--- src/inc/fmu_pkg.sv ---
// Constants and types shared by the fixed map translator files
package fmu_pkg;

  // Register byte offsets
  localparam logic [4:0] FMU_OFF_CONFIG   = 5'h00;
  localparam logic [4:0] FMU_OFF_PSTATUS  = 5'h04;
  localparam logic [4:0] FMU_OFF_EVENT    = 5'h08;
  localparam logic [4:0] FMU_OFF_MASK     = 5'h0C;
  localparam logic [4:0] FMU_OFF_ERR_VA   = 5'h10;

  // Attribute field positions in the configuration register
  localparam int FMU_UK_LSB  = 28;
  localparam int FMU_UK_MSB  = 30;
  localparam int FMU_USR_LSB = 25;
  localparam int FMU_USR_MSB = 27;
  localparam int FMU_CK_LSB  = 0;
  localparam int FMU_CK_MSB  = 2;

  // Error level flag position in the processor status register
  localparam int FMU_ERL_BIT = 2;

  // Event bits
  localparam int FMU_EV_ADDR_ERR = 0;
  localparam int FMU_EV_ERL_USER = 1;
  localparam int FMU_EV_W        = 2;

  // Reset values
  localparam logic [2:0]  FMU_ATTR_RST  = 3'h2;
  localparam logic        FMU_ERL_RST   = 1'b1;
  localparam logic [31:0] FMU_WORD_ZERO = 32'h0000_0000;

  // Cache coherency attribute codes
  localparam logic [2:0] FMU_CCA_WT_NOALLOC = 3'h0;
  localparam logic [2:0] FMU_CCA_WT_ALLOC   = 3'h1;
  localparam logic [2:0] FMU_CCA_UNCACHED   = 3'h2;
  localparam logic [2:0] FMU_CCA_UNC_ACCEL  = 3'h7;

  // Segment boundaries, selected by the top three address bits
  localparam logic [2:0]  FMU_SEG_CK     = 3'h4;
  localparam logic [2:0]  FMU_SEG_UCK    = 3'h5;
  localparam logic [2:0]  FMU_SEG_SUP    = 3'h6;
  localparam logic [2:0]  FMU_SEG_UK     = 3'h7;
  localparam logic [31:0] FMU_UNMAP_MASK = 32'h1FFF_FFFF;

  // Default offsets for the mapped segments
  localparam logic [31:0] FMU_USR_OFS_DEF = 32'h4000_0000;
  localparam logic [31:0] FMU_SUP_OFS_DEF = 32'h0000_0000;

  typedef enum logic [1:0] {
    FMU_MODE_KERNEL,
    FMU_MODE_SUPER,
    FMU_MODE_USER
  } fmu_mode_t;

  typedef enum logic [1:0] {
    FMU_BUS_IDLE,
    FMU_BUS_ANSWER,
    FMU_BUS_DONE
  } fmu_bus_t;

endpackage

--- src/inc/fmu_xlate_if.sv ---
// Bundle between the register side and the translator core
`timescale 1ns/1ns
interface fmu_xlate_if;
  import fmu_pkg::*;
  logic        valid;
  logic [31:0] va;
  fmu_mode_t   mode;
  logic [2:0]  uk_attr;
  logic [2:0]  usr_attr;
  logic [2:0]  ck_attr;
  logic        error_level_flag;
  logic [31:0] pa;
  logic [2:0]  cca;
  logic        cacheable;
  logic        write_back;
  logic        write_alloc;
  logic        unc_accel;
  logic        addr_err;
  logic        erl_user;

  modport ctl (output valid, va, mode, uk_attr, usr_attr, ck_attr, error_level_flag,
               input pa, cca, cacheable, write_back, write_alloc, unc_accel, addr_err, erl_user);
  modport xl  (input valid, va, mode, uk_attr, usr_attr, ck_attr, error_level_flag,
               output pa, cca, cacheable, write_back, write_alloc, unc_accel, addr_err, erl_user);
endinterface

--- src/verilog/fmu_xlate.sv ---
// Combinational segment decode, address map and attribute decode
`timescale 1ns/1ns
module fmu_xlate
  import fmu_pkg::*;
#(
  parameter logic [31:0] USR_OFS = FMU_USR_OFS_DEF,
  parameter logic [31:0] SUP_OFS = FMU_SUP_OFS_DEF
) (
  fmu_xlate_if.xl x
);

  logic [2:0] seg;
  logic [2:0] attr;

  // Only the 32-bit address form exists here
  assign seg = x.va[31:29];

  always_comb begin
    x.pa       = x.va;
    attr       = FMU_CCA_UNCACHED;
    x.erl_user = 1'b0;
    if (seg == FMU_SEG_CK) begin
      x.pa = x.va & FMU_UNMAP_MASK;
      attr = x.ck_attr;
    end else if (seg == FMU_SEG_UCK) begin
      x.pa = x.va & FMU_UNMAP_MASK;
      attr = FMU_CCA_UNCACHED;
    end else if (seg == FMU_SEG_SUP || seg == FMU_SEG_UK) begin
      x.pa = x.va + SUP_OFS;
      attr = x.uk_attr;
    end else if (x.error_level_flag) begin
      // Unmapped window at physical zero, never cached
      x.pa       = x.va;
      attr       = FMU_CCA_UNCACHED;
      x.erl_user = x.valid;
    end else begin
      x.pa = x.va + USR_OFS;
      attr = x.usr_attr;
    end
  end

  // Attribute decode
  always_comb begin
    x.cca         = attr;
    x.cacheable   = 1'b1;
    x.write_back  = 1'b0;
    x.write_alloc = 1'b0;
    x.unc_accel   = 1'b0;
    case (attr)
      FMU_CCA_WT_NOALLOC: x.write_alloc = 1'b0;
      FMU_CCA_WT_ALLOC:   x.write_alloc = 1'b1;
      FMU_CCA_UNCACHED:   x.cacheable   = 1'b0;
      FMU_CCA_UNC_ACCEL: begin
        x.cacheable = 1'b0;
        x.unc_accel = 1'b1;
      end
      default: begin
        x.write_back  = 1'b1;
        x.write_alloc = 1'b1;
      end
    endcase
  end

  // Address errors only; no refill or invalid exceptions exist
  always_comb begin
    x.addr_err = 1'b0;
    if (x.valid) begin
      if (x.mode == FMU_MODE_USER) begin
        x.addr_err = x.va[31];
      end else if (x.mode == FMU_MODE_SUPER) begin
        x.addr_err = x.va[31] && (seg != FMU_SEG_SUP);
      end
    end
  end

endmodule

--- src/verilog/fmu_top.sv ---
// Fixed map translator top: Avalon-MM registers, events and translator
`timescale 1ns/1ns

module fmu_top
  import fmu_pkg::*;
#(
  parameter logic [31:0] USR_OFS = FMU_USR_OFS_DEF,
  parameter logic [31:0] SUP_OFS = FMU_SUP_OFS_DEF
) (
  input  wire logic        CLK_I,
  input  wire logic        RESETN_I,
  input  wire logic [4:0]  AVS_ADDRESS_I,
  input  wire logic        AVS_READ_I,
  input  wire logic        AVS_WRITE_I,
  input  wire logic [31:0] AVS_WRITEDATA_I,
  input  wire logic [3:0]  AVS_BYTEENABLE_I,
  output logic      [31:0] AVS_READDATA_O,
  output logic             AVS_WAITREQUEST_O,
  input  wire logic        VA_VALID_I,
  input  wire logic [31:0] VA_I,
  input  wire logic [1:0]  MODE_I,
  output logic      [31:0] PA_O,
  output logic      [2:0]  CCA_O,
  output logic             CACHEABLE_O,
  output logic             WRITE_BACK_O,
  output logic             WRITE_ALLOC_O,
  output logic             UNCACHED_ACCEL_O,
  output logic             ADDR_ERR_O,
  output logic             ERROR_LEVEL_O,
  output logic             IRQ_O
);

  fmu_xlate_if xif ();

  fmu_bus_t           bus_r;
  fmu_bus_t           bus_nxt;
  logic [31:0]        rdata_r;
  logic [31:0]        rdata_nxt;
  logic [2:0]         uk_attr_r;
  logic [2:0]         usr_attr_r;
  logic [2:0]         ck_attr_r;
  logic               erl_r;
  logic [FMU_EV_W-1:0] event_r;
  logic [FMU_EV_W-1:0] event_nxt;
  logic [FMU_EV_W-1:0] mask_r;
  logic [FMU_EV_W-1:0] hit;
  logic [31:0]        err_va_r;
  logic               irq_r;
  logic               wr_take;
  logic [31:0]        wr_word;
  logic [31:0]        cfg_word;
  logic [31:0]        pst_word;

  // Merge write data under byte enables
  function automatic logic [31:0] fmu_merge(input logic [31:0] old_w,
                                            input logic [31:0] new_w,
                                            input logic [3:0]  be);
    logic [31:0] res;
    res = old_w;
    for (int i = 0; i < 4; i++) begin
      if (be[i]) begin
        res[i*8 +: 8] = new_w[i*8 +: 8];
      end
    end
    return res;
  endfunction

  // Register images as software sees them
  always_comb begin
    cfg_word = FMU_WORD_ZERO;
    cfg_word[FMU_UK_MSB:FMU_UK_LSB]   = uk_attr_r;
    cfg_word[FMU_USR_MSB:FMU_USR_LSB] = usr_attr_r;
    cfg_word[FMU_CK_MSB:FMU_CK_LSB]   = ck_attr_r;
    pst_word = FMU_WORD_ZERO;
    pst_word[FMU_ERL_BIT] = erl_r;
  end

  // Pipeline side feeds the translator directly, same clock domain
  assign xif.valid    = VA_VALID_I;
  assign xif.va       = VA_I;
  assign xif.mode     = fmu_mode_t'(MODE_I);
  assign xif.uk_attr  = uk_attr_r;
  assign xif.usr_attr = usr_attr_r;
  assign xif.ck_attr  = ck_attr_r;
  assign xif.error_level_flag      = erl_r;

  fmu_xlate #(
    .USR_OFS (USR_OFS),
    .SUP_OFS (SUP_OFS)
  ) u_xlate (
    .x (xif)
  );

  // Translation results bypass flops so tag compare is not delayed
  assign PA_O             = xif.pa;
  assign CCA_O            = xif.cca;
  assign CACHEABLE_O      = xif.cacheable;
  assign WRITE_BACK_O     = xif.write_back;
  assign WRITE_ALLOC_O    = xif.write_alloc;
  assign UNCACHED_ACCEL_O = xif.unc_accel;
  assign ADDR_ERR_O       = xif.addr_err;

  // Bus handshake: one wait cycle, then one answer cycle, then a gap
  always_comb begin
    bus_nxt = bus_r;
    case (bus_r)
      FMU_BUS_IDLE: begin
        if (AVS_READ_I || AVS_WRITE_I) begin
          bus_nxt = FMU_BUS_ANSWER;
        end
      end
      FMU_BUS_ANSWER: bus_nxt = FMU_BUS_DONE;
      default:        bus_nxt = FMU_BUS_IDLE;
    endcase
  end

  always_ff @(posedge CLK_I) begin
    if (!RESETN_I) begin
      bus_r <= FMU_BUS_IDLE;
    end else begin
      bus_r <= bus_nxt;
    end
  end

  // Waitrequest low exactly in the answer cycle
  always_ff @(posedge CLK_I) begin
    if (!RESETN_I) begin
      AVS_WAITREQUEST_O <= 1'b1;
    end else begin
      AVS_WAITREQUEST_O <= (bus_nxt != FMU_BUS_ANSWER);
    end
  end

  assign wr_take = AVS_WRITE_I && (bus_r == FMU_BUS_ANSWER);

  // Read data captured as the answer cycle opens; unmapped reads as zero
  always_comb begin
    rdata_nxt = FMU_WORD_ZERO;
    if (AVS_ADDRESS_I == FMU_OFF_CONFIG) begin
      rdata_nxt = cfg_word;
    end else if (AVS_ADDRESS_I == FMU_OFF_PSTATUS) begin
      rdata_nxt = pst_word;
    end else if (AVS_ADDRESS_I == FMU_OFF_EVENT) begin
      rdata_nxt[FMU_EV_W-1:0] = event_r;
    end else if (AVS_ADDRESS_I == FMU_OFF_MASK) begin
      rdata_nxt[FMU_EV_W-1:0] = mask_r;
    end else if (AVS_ADDRESS_I == FMU_OFF_ERR_VA) begin
      rdata_nxt = err_va_r;
    end
  end

  always_ff @(posedge CLK_I) begin
    if (!RESETN_I) begin
      rdata_r <= FMU_WORD_ZERO;
    end else if (AVS_READ_I && bus_nxt == FMU_BUS_ANSWER) begin
      rdata_r <= rdata_nxt;
    end
  end

  assign AVS_READDATA_O = rdata_r;

  // Configuration fields steer the attribute decode
  assign wr_word = fmu_merge(cfg_word, AVS_WRITEDATA_I, AVS_BYTEENABLE_I);
  always_ff @(posedge CLK_I) begin
    if (!RESETN_I) begin
      uk_attr_r  <= FMU_ATTR_RST;
      usr_attr_r <= FMU_ATTR_RST;
      ck_attr_r  <= FMU_ATTR_RST;
    end else if (wr_take && AVS_ADDRESS_I == FMU_OFF_CONFIG) begin
      uk_attr_r  <= wr_word[FMU_UK_MSB:FMU_UK_LSB];
      usr_attr_r <= wr_word[FMU_USR_MSB:FMU_USR_LSB];
      ck_attr_r  <= wr_word[FMU_CK_MSB:FMU_CK_LSB];
    end
  end

  // Error level comes out of reset set, as after a reset exception
  always_ff @(posedge CLK_I) begin
    if (!RESETN_I) begin
      erl_r <= FMU_ERL_RST;
    end else if (wr_take && AVS_ADDRESS_I == FMU_OFF_PSTATUS && AVS_BYTEENABLE_I[0]) begin
      erl_r <= AVS_WRITEDATA_I[FMU_ERL_BIT];
    end
  end

  always_ff @(posedge CLK_I) begin
    if (!RESETN_I) begin
      ERROR_LEVEL_O <= FMU_ERL_RST;
    end else begin
      ERROR_LEVEL_O <= erl_r;
    end
  end

  // Sticky events; a new event wins over a same-cycle clear
  assign hit[FMU_EV_ADDR_ERR] = xif.addr_err;
  assign hit[FMU_EV_ERL_USER] = xif.erl_user;

  always_comb begin
    event_nxt = event_r;
    if (wr_take && AVS_ADDRESS_I == FMU_OFF_EVENT && AVS_BYTEENABLE_I[0]) begin
      event_nxt = event_r & ~AVS_WRITEDATA_I[FMU_EV_W-1:0];
    end
    event_nxt = event_nxt | hit;
  end

  always_ff @(posedge CLK_I) begin
    if (!RESETN_I) begin
      event_r <= '0;
    end else begin
      event_r <= event_nxt;
    end
  end

  always_ff @(posedge CLK_I) begin
    if (!RESETN_I) begin
      mask_r <= '0;
    end else if (wr_take && AVS_ADDRESS_I == FMU_OFF_MASK && AVS_BYTEENABLE_I[0]) begin
      mask_r <= AVS_WRITEDATA_I[FMU_EV_W-1:0];
    end
  end

  // Keeps the most recent faulting address for the handler
  always_ff @(posedge CLK_I) begin
    if (!RESETN_I) begin
      err_va_r <= FMU_WORD_ZERO;
    end else if (xif.addr_err) begin
      err_va_r <= VA_I;
    end
  end

  // Registered from event_nxt, so the line changes in the same cycle as the status bit
  always_ff @(posedge CLK_I) begin
    if (!RESETN_I) begin
      irq_r <= 1'b0;
    end else begin
      irq_r <= |(event_nxt & mask_r);
    end
  end

  assign IRQ_O = irq_r;

endmodule

--- config.mk ---
export PLATFORM = sky130hd
export DESIGN_NAME = fmu_top
export DESIGN_NICKNAME = d
export VERILOG_FILES = /design/src/inc/fmu_pkg.sv /design/src/inc/fmu_xlate_if.sv /design/src/verilog/fmu_xlate.sv /design/src/verilog/fmu_top.sv
export SDC_FILE = /design/constraint.sdc
export NUM_CORES = 1
export LEC_CHECK = 0
export BUFFER_PORTS_ARGS = -buffer_cell sky130_fd_sc_hd__clkbuf_2
export CAP_MARGIN = 20
export CORE_MARGIN = 1
export CORE_UTILIZATION = 30
export DETAILED_ROUTE_END_ITERATION = 8
export GPL_TIMING_DRIVEN = 0
export PLACE_DENSITY_LB_ADDON = 0.15
export SYNTH_ARGS = -nofsm -noshare
export SYNTH_HDL_FRONTEND = slang
export SYNTH_HIERARCHICAL = 1
export SYNTH_SLANG_ARGS = --single-unit
--- constraint.sdc ---
create_clock -name CLK_I -period 2 [get_ports CLK_I]
set_clock_uncertainty 0.15 [all_clocks]
set_input_delay 0.2 -clock CLK_I [delete_from_list [all_inputs] [get_ports CLK_I]]
set_output_delay 0.2 -clock CLK_I [all_outputs]
set_load 0.03 [all_outputs]
### Word level (Yosys, flattened, before mapping)

Cells that the tools add are included.

| cells by class | value |
|---|---|
| equality and inequality tests | 17 |
| muxes and demuxes | 29 |
| $add $sub $neg | 1 |
| bitwise logic cells | 4 |
| reductions and logical operators | 21 |

Operator list:

| cell | number |
|---|---|
| two-way mux 32 bit | 7 |
| two-way mux 30 bit | 2 |
| adder 32 x 31 -> 32 bit (second input constant) | 1 |
| == test 3 bit (second input constant) | 5 |
| two-way mux 3 bit | 4 |
| two-way mux 1 bit | 11 |
| == test 5 x 4 -> 1 bit (second input constant) | 2 |
| logical AND 1 bit | 10 |
| two-way mux 2 bit | 4 |
| == test 2 x 1 -> 1 bit (second input constant) | 3 |
| == test 5 x 3 -> 1 bit (second input constant) | 1 |
| == test 5 bit (second input constant) | 1 |
| zero test 5 bit | 1 |
| bitwise AND 2 bit | 2 |
| case mux 2 bit (2 select lines) | 1 |
| AND reduction 2 bit | 2 |
| OR reduction 2 bit | 2 |
| OR reduction 4 bit | 1 |
| == test 3 x 1 -> 1 bit (second input constant) | 1 |
| == test 3 x 2 -> 1 bit (second input constant) | 1 |
| zero test 3 bit | 1 |
| inequality test 3 bit (second input constant) | 1 |
| OR reduction 3 bit | 1 |
| == test 2 bit (second input constant) | 1 |
| 5 further kinds | 6 |

| storage, ports and cells | value |
|---|---|
| input bits | 80 |
| bits in registers | 83 |
| word-level logic and storage cells | 84 |

### Logic depth before layout (Yosys ltp)

Gate-level depths: netlist of run 1.

| logic depth | value |
|---|---|
| depth after elaboration | 8 |
| depth in mapped cells | 7 |
| gate-level depth less buffers | 6 |

### Cells and area by module

Netlist of run 1, hierarchy kept.

By module, submodules not included:

| module | instances | area each (sq um) | cells an instance |
|---|---|---|---|
| fmu_top | 1 | 3285.7 | 345 |
| fmu_xlate | 1 | 505.5 | 71 |

### Worst setup path after synthesis of run 1

Ideal clock, no wire load.

| path | value |
|---|---|
| path kind | input -> register |
| start point | input VA_I[29] |
| end point | register err_va_r[10] |
| cell stages on the path | 7 |
| path slack | -193 ps |
| data required time | 1733 ps |
| path buffers | 2 |
| library setup time | 117 ps |
| arrival time | 1927 ps |
| path through | nand2b_1 > nand3b_1 > a21oi_1 > clkbuf_1 > buf_1 > mux2i_1 > nor2b_1 |

| between the ends | value |
|---|---|
| word-level cells in the longest chain between the ends | 5 |

RTL lines:

| item | line | RTL |
|---|---|---|
| start: declaration | fmu_top.sv:20 | `input wire logic [31:0] VA_I,` |
| inequality test 3 bit | fmu_xlate.sv:71 | `x.addr_err = x.va[31] && (seg != FMU_SEG_SUP);` |
| logical AND 1 bit | fmu_xlate.sv:71 |  |
| two-way mux 1 bit | fmu_xlate.sv:70 | `end else if (x.mode == FMU_MODE_SUPER) begin` |
| two-way mux 1 bit | fmu_xlate.sv:68 | `if (x.mode == FMU_MODE_USER) begin` |
| two-way mux 1 bit | fmu_xlate.sv:67 | `if (x.valid) begin` |
| via ADDR_ERR_O | fmu_top.sv:28 | `output logic ADDR_ERR_O,` |
| end signal: assignment | fmu_top.sv:224 | `err_va_r <= FMU_WORD_ZERO;` |
| end signal: assignment | fmu_top.sv:226 | `err_va_r <= VA_I;` |
| end: declaration | fmu_top.sv:47 | `logic [31:0] err_va_r;` |

The timed path passes the listed nets, and every way through them passes these cells.
A chain may end at the register's enable or synchronous reset.

### Final worst setup path of run 1

| path | value |
|---|---|
| start point | register erl_r |
| end point | output WRITE_ALLOC_O |

| between the ends | value |
|---|---|
| word-level cells in the longest chain between the ends | 7 |
| elaborated cells between the ends (all ways) | 9 |

RTL lines:

| item | line | RTL |
|---|---|---|
| start: declaration | fmu_top.sv:42 | `logic erl_r;` |
| start signal: assignment | fmu_top.sv:181 | `erl_r <= AVS_WRITEDATA_I[FMU_ERL_BIT];` |
| two-way mux 3 bit * | fmu_xlate.sv:31 | `end else if (x.error_level_flag) begin` |
| two-way mux 3 bit * | fmu_xlate.sv:28 | `end else if (seg == FMU_SEG_SUP \|\| seg == FMU_SEG_UK) begin` |
| two-way mux 3 bit * | fmu_xlate.sv:25 | `end else if (seg == FMU_SEG_UCK) begin` |
| two-way mux 3 bit * | fmu_xlate.sv:22 | `if (seg == FMU_SEG_CK) begin` |
| == test 3 x 2 -> 1 bit (tied with other cells) | fmu_xlate.sv:49 | `case (attr)` |
| OR reduction 3 bit (no source line) * | - |  |
| two-way mux 1 bit * | fmu_xlate.sv:49 |  |
| end: declaration | fmu_top.sv:26 | `output logic WRITE_ALLOC_O,` |

Every way passes the cells marked *; elsewhere a longest branch is shown, timed or not.

==> run_results.csv, run 1 <==
group,metric,value,unit
yosys,yosysUniqueCellTypes,51,
worst_setup_path,cp-start-kind,"flop",
yosys,netlist_instances,416,
yosys,synth_mux_area_share,10.33,%
yosys,synth-compound-area-share,12.21,%
yosys,synth_adder_area_share,0.3300,%
yosys,yosysTopAreaCell,"dfxtp_1",
yosys,synth_area,0.003791,mm^2
timing,rsz0062_at_grt,"true",
yosys,synthFlopType,"dfxtp_1",
worst_setup_path,rr_worst_depth,5,
clock_network,cts_buffers,9,
flow_run,drv_cap,0,
route,avgViaCountPerCell,4.540,
worst_setup_path,max_stage_delay,0.37,ns
power,pwr_density_cell,775.6,mW/mm^2
timing,setup_viol,0,
placed_design,placed_area,0.004651,mm^2
timing,setup_slack,0.02212,ns
placed_design,dp_hpwl,7648,um
placed_design,gp_congestion,0.8468,
floorplanning,die_width,114.4,um
timing,max-slew-margin-rel,62.50,%
worst_setup_path,crit_family,"compound AO/OA/AOI/OAI gates",
worst_setup_path,crit_type,"reg2out",
finish,drive_gt1_share,34.41,%
worst_setup_path,cp_max_fo,4,
worst_setup_path,worst_setup_path_end_kind,"output pin",
route,drt_pre_antenna_iters,4,
global_routing,grtUsageTotal,17.31,%
route,route.detailed.drc,0,
floorplanning,die_area,0.01309,mm^2
power,leakage,2.270,nW
power,ir_drop,609.2,uV
clock_network,root_buffer,"clkbuf_16",
worst_setup_path,cp_slowest_cell,"dfxtp_4",
timing,tns,0,ns
worst_setup_path,crit_required,1.65,ns
route,drt_iter0_drc,165,
finish,final_cell_area,0.005389,mm^2
yosys,yosysWarnings,6,
placed_design,pre_cts_slack,-0.1457,ns
finish,antenna_cells,0,
route,wl_per_cell,14.09,um
timing,final.period_utilization,98.89,%
global_routing,grt_pass1_vias,3414,
clock_network,cts_buffer_depth,2,
min_path,holdPathStages,3,
yosys,avgSynthCellArea,9.113,um^2
yosys,ys_ff_latch,83,
timing,max_freq,505.6,MHz
route,wirelength,10680,um
floorplanning,rows,40,
worst_setup_path,rr_startpoint,"bus_r[1]",
min_path,hold_path_startpoint,"VA_I[23]",
yosys,async_flop_share,0,%
global_routing,grt_pass1_wl,17280,um
min_path,hold_end,"err_va_r[23]",
placed_design,dp_cells,709,
route,drtAntennaViolNets,0,
global_routing,grt_antenna_before_repair,0,
yosys,synthSimpleGateAreaFrac,23.20,%
floorplanning,pin_count,155,
floorplanning,core,0.01216,mm^2
yosys,synth_top_family_by_area,"simple AND/OR/NAND/NOR gates",
global_routing,grt.overflow.total,0,
finish,fillCellCount,1229,
outcome,status,"finished clean",
min_path,hold_path.class,"in2reg",
timing,tightest_slew,0.5625,ns
timing,period_needed,1.978,ns
yosys,yosysSeqAreaShare,43.83,%
floorplanning,start_util,31.17,%
worst_setup_path,timing.rr.end,"AVS_READDATA_O[24]",
yosys,synth_top_area_share,43.83,%
clock_network,htreeDepth,3,
yosys,synth_nets,497,
finish,syn_to_final_growth,42.15,%
worst_setup_path,path_cells,"nor3b_4 > o21ai_4 > a221oi_4 > a31oi_2 > clkbuf_8",
floorplanning,die_h,114.4,um
timing,hold_viol,0,
finish,stdcell_count,758,
clock_network,tritoncts,"done",
global_routing,grt_max_degree,15,
yosys,synth_area_leaders,"dfxtp_1, mux2i_1, buf_4",
yosys,synth-xor-area-share,0.2310,%
route,vias,3441,
yosys,synth-edff-count,0,
finish,nets,666,
timing,finalMaxSlewViolations,0,
worst_setup_path,r2r_setup_slack,0.26,ns
placed_design,io_buffers,125,
clock_network,clk_pin_slew,0.06,ns
worst_setup_path,cp.arrival,1.63,ns
worst_setup_path,cp_num_buf_inv,1,
timing,fin_hold_ws,0.004293,ns
clock_network,clkLatencyLatePin,0.34,ns
clock_network,clkSinkCount,83,
[Yosys cell counts, drive strengths merged (4+ instances only)]
cell and number:
nand2 43, buf 40, clkbuf 16, nand2b 4, dfxtp 83, nor2 17, mux2i 38, nand3 39
a221oi 7, nor2b 33, nor3 5, a21oi 4, and2 6, a21boi 23, nor3b 4, inv 6
o21ai 23
[layer usage]
metal	part of all wire (%)	GRT usage (%)	wire length (um)	vias to the layer above
met4	1.3	6.234	142	0
met5	0	0	0	-
met2	46	28.65	4934	106
met1	47	21.79	5046	1586
li1	-	-	-	1738
met3	5.2	4.341	555	11
[final cells by class]
type / count / area [um^2] / share of cell area, %
Buffer: 56 / 356.6 / 6.617
Clock buffer: 9 / 225.2 / 4.179
Clock inverter: 7 / 116.4 / 2.159
Inverter: 6 / 22.52 / 0.4179
Multi-Input combinational cell: 271 / 1815 / 33.69
Sequential cell: 83 / 1667 / 30.93
Tap cell: 168 / 210.2 / 3.901
Timing Repair Buffer: 158 / 975.9 / 18.11
[what timing repair did]
action                                  CTS  global route
resized for setup                        16             6
endpoints found under the setup margin    5             9
hold buffers                             31             0
cloned                                    0             0
pin swaps                                 3             3
setup buffers                             2             0
endpoints found under the hold margin    34             0
[worst max path at each step]
stage,to,from,cells after the start
global route,WRITE_ALLOC_O,erl_r,5
detailed placement,WRITE_BACK_O,VA_I[31],8
floorplan,WRITE_BACK_O,VA_I[30],6
CTS,WRITE_ALLOC_O,erl_r,5
global placement,err_va_r[18],VA_I[29],8
finish,WRITE_ALLOC_O,erl_r,5
[report_power, final]
group | switching [mW] | internal, mW | leakage (nW)
Sequential | 0.0219 | 1.69 | 0.673
Combinational | 0.327 | 0.235 | 1.43
Clock | 0.686 | 1.22 | 0.165
[placed cells by master, fill, tap and decap left out, types with 3 or more instances in the layout]
master | Yosys | layout
a21boi_0 | 13 | 13
a21boi_1 | 10 | 10
a221oi_1 | 6 | 6
buf_2 | 2 | 4
buf_4 | 29 | 32
buf_6 | 4 | 4
bufinv_16 | 0 | 3
clkbuf_1 | 16 | 16
clkbuf_16 | 0 | 9
clkbuf_2 | 0 | 122
dfxtp_1 | 83 | 81
dlygate4sd3_1 | 0 | 31
inv_1 | 6 | 6
mux2i_1 | 38 | 38
nand2_1 | 43 | 43
nand2b_1 | 4 | 4
nand3_1 | 39 | 39
nor2_1 | 15 | 15
nor2b_1 | 33 | 33
nor3_1 | 3 | 3
o21ai_0 | 21 | 21
[cell families after synthesis]
logic type | count (synthesis)
AOI/OAI and AO/OA | 67
xor gates and xnor gates | 1
adders and majority gates | 1
buffers and inverters | 62
DFF | 83
muxes | 39
and+or+nand+nor | 163
[state kept, by name (all words and copies together), names as in the netlist]
| register | cells |
|---|---|
| bus_r | 2 |
| AVS_READDATA_O | 32 |
| erl_r | 1 |
| event_r | 2 |
| err_va_r | 32 |
| ERROR_LEVEL_O | 1 |
| AVS_WAITREQUEST_O | 1 |
| usr_attr_r | 3 |
| IRQ_O | 1 |
| mask_r | 2 |
| uk_attr_r | 3 |
| ck_attr_r | 3 |
[worst reg2reg max path, cell delays in order, from the launching register on]
cell and delay [ns]:
dfxtp_1 0.34, nor2_1 0.14, and2_0 0.36, clkbuf_1 0.42, nand3_1 0.13, a21boi_1 0.15
[stage by stage]
stage / total power [mW] / util, %
final: 4.179 / 44.31
after global routing: 4.352 / 44.31
after CTS: 4.229 / 44.22
after detailed placement: 2.265 / 38.24
after global placement: 2.258 / 38.24
after floorplan: 2.080 / -
(Power assumes the default switching activity.)
==> run 2, diff against run 1 <==
--- a/config.mk
+++ b/config.mk
@@ -11,7 +11,7 @@
 export CORE_UTILIZATION = 30
 export DETAILED_ROUTE_END_ITERATION = 8
 export GPL_TIMING_DRIVEN = 0
-export PLACE_DENSITY_LB_ADDON = 0.15
+export PLACE_DENSITY = 0.54
 export SYNTH_ARGS = -nofsm -noshare
 export SYNTH_HDL_FRONTEND = slang
 export SYNTH_HIERARCHICAL = 1
==> run 2 against run 1 <==
Against the previous run:
- the run now ends with negative hold slack left
- clock-buffer cell count grew 1
- first-iteration DRC count grew 12%
- wire length shrank 1.2%
- power fell by 7.9%
- global-route usage shrank 1.2 points
- non-clock buffer count shrank 9
==> run_results.csv, run 2 (synthesized netlist as in run 1, its figures left out) <==
group,metric,value,unit
worst_setup_path,crit_type,"reg2out",
clock_network,cts_buffers,9,
timing,final.period_utilization,98.47,%
worst_setup_path,cp_slowest_cell,"dfxtp_4",
timing,period_needed,1.969,ns
worst_setup_path,max_stage_delay,0.37,ns
clock_network,htreeDepth,3,
clock_network,tritoncts,"done",
worst_setup_path,crit_required,1.65,ns
finish,antenna_cells,0,
min_path,holdPathStages,3,
power,p_seq_share,44.5,%
route,vias,3460,
route,route.detailed.drc,0,
outcome,violations,"negative hold slack",
worst_setup_path,path_cells,"nor3b_4 > o21ai_4 > a221oi_4 > a31oi_2 > buf_6",
power,leakage,2.194,nW
worst_setup_path,cp.arrival,1.62,ns
worst_setup_path,rr_worst_depth,5,
finish,drive_gt1_share,34.60,%
global_routing,use_met2,26.42,%
worst_setup_path,crit_family,"compound AO/OA/AOI/OAI gates",
timing,hold_viol,1,
min_path,hold_end,"err_va_r[6]",
timing,max_freq,507.8,MHz
timing,tns,0,ns
clock_network,clk_pin_slew,0.06,ns
min_path,hold_path_startpoint,"VA_I[6]",
global_routing,grtUsageTotal,16.09,%
power,power_frac_clock,41.3,%
floorplanning,die_width,114.4,um
route,drt_pre_antenna_iters,4,
route,drtAntennaViolNets,0,
placed_design,pre_cts_slack,-0.1534,ns
floorplanning,pin_count,155,
power,sw_frac_of_total,27.23,%
floorplanning,die_area,0.01309,mm^2
finish,final_common_cell,"clkbuf_2",
floorplanning,die_h,114.4,um
outcome,status,"finished with violations",
power,ir_drop,300.6,uV
timing,setup_viol,0,
global_routing,grt_pass1_wl,16290,um
finish,syn_to_final_growth,37.99,%
worst_setup_path,cp-start-kind,"flop",
min_path,hold_path.class,"in2reg",
global_routing,grt_pass1_vias,3236,
global_routing,grt_max_degree,16,
global_routing,grt_antenna_before_repair,0,
worst_setup_path,cp_num_buf_inv,1,
finish,nets,657,
clock_network,clkSinkCount,83,
finish,mostFrequentLayoutCells,"clkbuf_2, dfxtp_1, nand2_1",
floorplanning,rows,40,
clock_network,cts_buffer_depth,2,
clock_network,root_buffer,"clkbuf_16",
power,pwr_density_cell,735.9,mW/mm^2
route,avgViaCountPerCell,4.619,
timing,max-slew-margin-rel,60.41,%
timing,setup_slack,0.03068,ns
timing,tightest_slew,0.5939,ns
worst_setup_path,cp_max_fo,5,
power,internal-power,2.801,mW
timing,fin_hold_ws,-0.0002551,ns
global_routing,grt-busiest-layer,"met2",
global_routing,use_met3,4.023,%
clock_network,clkLatencyLatePin,0.33,ns
global_routing,grtUsageMet1,20.75,%
power,comb_power_share,14.2,%
floorplanning,start_util,31.17,%
placed_design,dp_hpwl,7604,um
timing,rsz0062_at_grt,"true",
route,wirelength,10550,um
worst_setup_path,timing.rr.end,"AVS_READDATA_O[13]",
floorplanning,core,0.01216,mm^2
worst_setup_path,r2r_setup_slack,0.21,ns
power,p_sw,1.048,mW
worst_setup_path,rr_startpoint,"bus_r[1]",
global_routing,grt.overflow.total,0,
worst_setup_path,worst_setup_path_end_kind,"output pin",
route,drt_iter0_drc,185,
route,wl_per_cell,14.09,um
placed_design,gp_congestion,0.8501,
flow_run,drv_cap,0,
timing,finalMaxSlewViolations,0,
placed_design,io_buffers,125,
-- run 2: area by class of cell --
class / instances / area, um^2
tap: 168 / 210.2
inverter: 6 / 22.52
multi-input combinational: 271 / 1807
fill: 1189 / 6930
timing repair buffer: 149 / 880.8
clock buffer: 10 / 239.0
sequential: 83 / 1667
clock inverter: 6 / 50.05
buffer: 56 / 355.3
-- run 2: repair_timing --
item	in CTS	in global routing
hold endpoints to repair	21	2
endpoints found under the setup margin	5	8
hold buffers	20	2
gates cloned	0	0
gates resized for setup	11	11
buffers inserted	0	2
pin swaps	1	4
-- run 2: how the worst max path moves through the flow --
stage / startpoint / end / slack [ns] / cells after the start
6_report: erl_r / WRITE_ALLOC_O / 0.03 / 5
5_1_grt: VA_I[30] / WRITE_BACK_O / -0.03 / 8
4_1_cts: erl_r / WRITE_ALLOC_O / 0.007 / 5
3_5_place_dp: VA_I[30] / err_va_r[26] / -0.15 / 8
3_3_place_gp: VA_I[31] / WRITE_BACK_O / -0.11 / 8
2_1_floorplan: VA_I[30] / WRITE_BACK_O / -0.003 / 6
-- run 2: per-stage QoR --
stage | area [um^2] | utilization, % | power [mW] | std cells
final | 5231 | 43.01 | 3.850 | 749
after global routing | 5231 | 43.01 | 4.007 | 749
after CTS | 5176 | 42.56 | 3.889 | 745
after detailed placement | 4651 | 38.24 | 2.261 | 709
after global placement | 4651 | 38.24 | 2.254 | 709
after floorplan | 3815 | - | 2.080 | 416
-- run 2: power by group through the flow --
stage	clock [mW]	sequential (mW)	combinational [mW]
floorplan	0	1.77	0.309
global placement	0	1.75	0.503
detailed placement	0	1.75	0.510
CTS	1.63	1.71	0.545
global route	1.70	1.72	0.590
finish	1.59	1.71	0.546
-- run 2: layer usage --
layer  vias to the layer above  wire (um)
met5                         -          0
met4                         0        109
met3                         9        543
met2                        95       4955
met1                      1623       4941
li1                       1733          -
-- run 2: worst min-delay path: cells and delay by family --
kind / cells / cell delay (ns)
mux: 1 / 0.06
simple gates: 1 / 0.09
buf+inv: 1 / 0.09
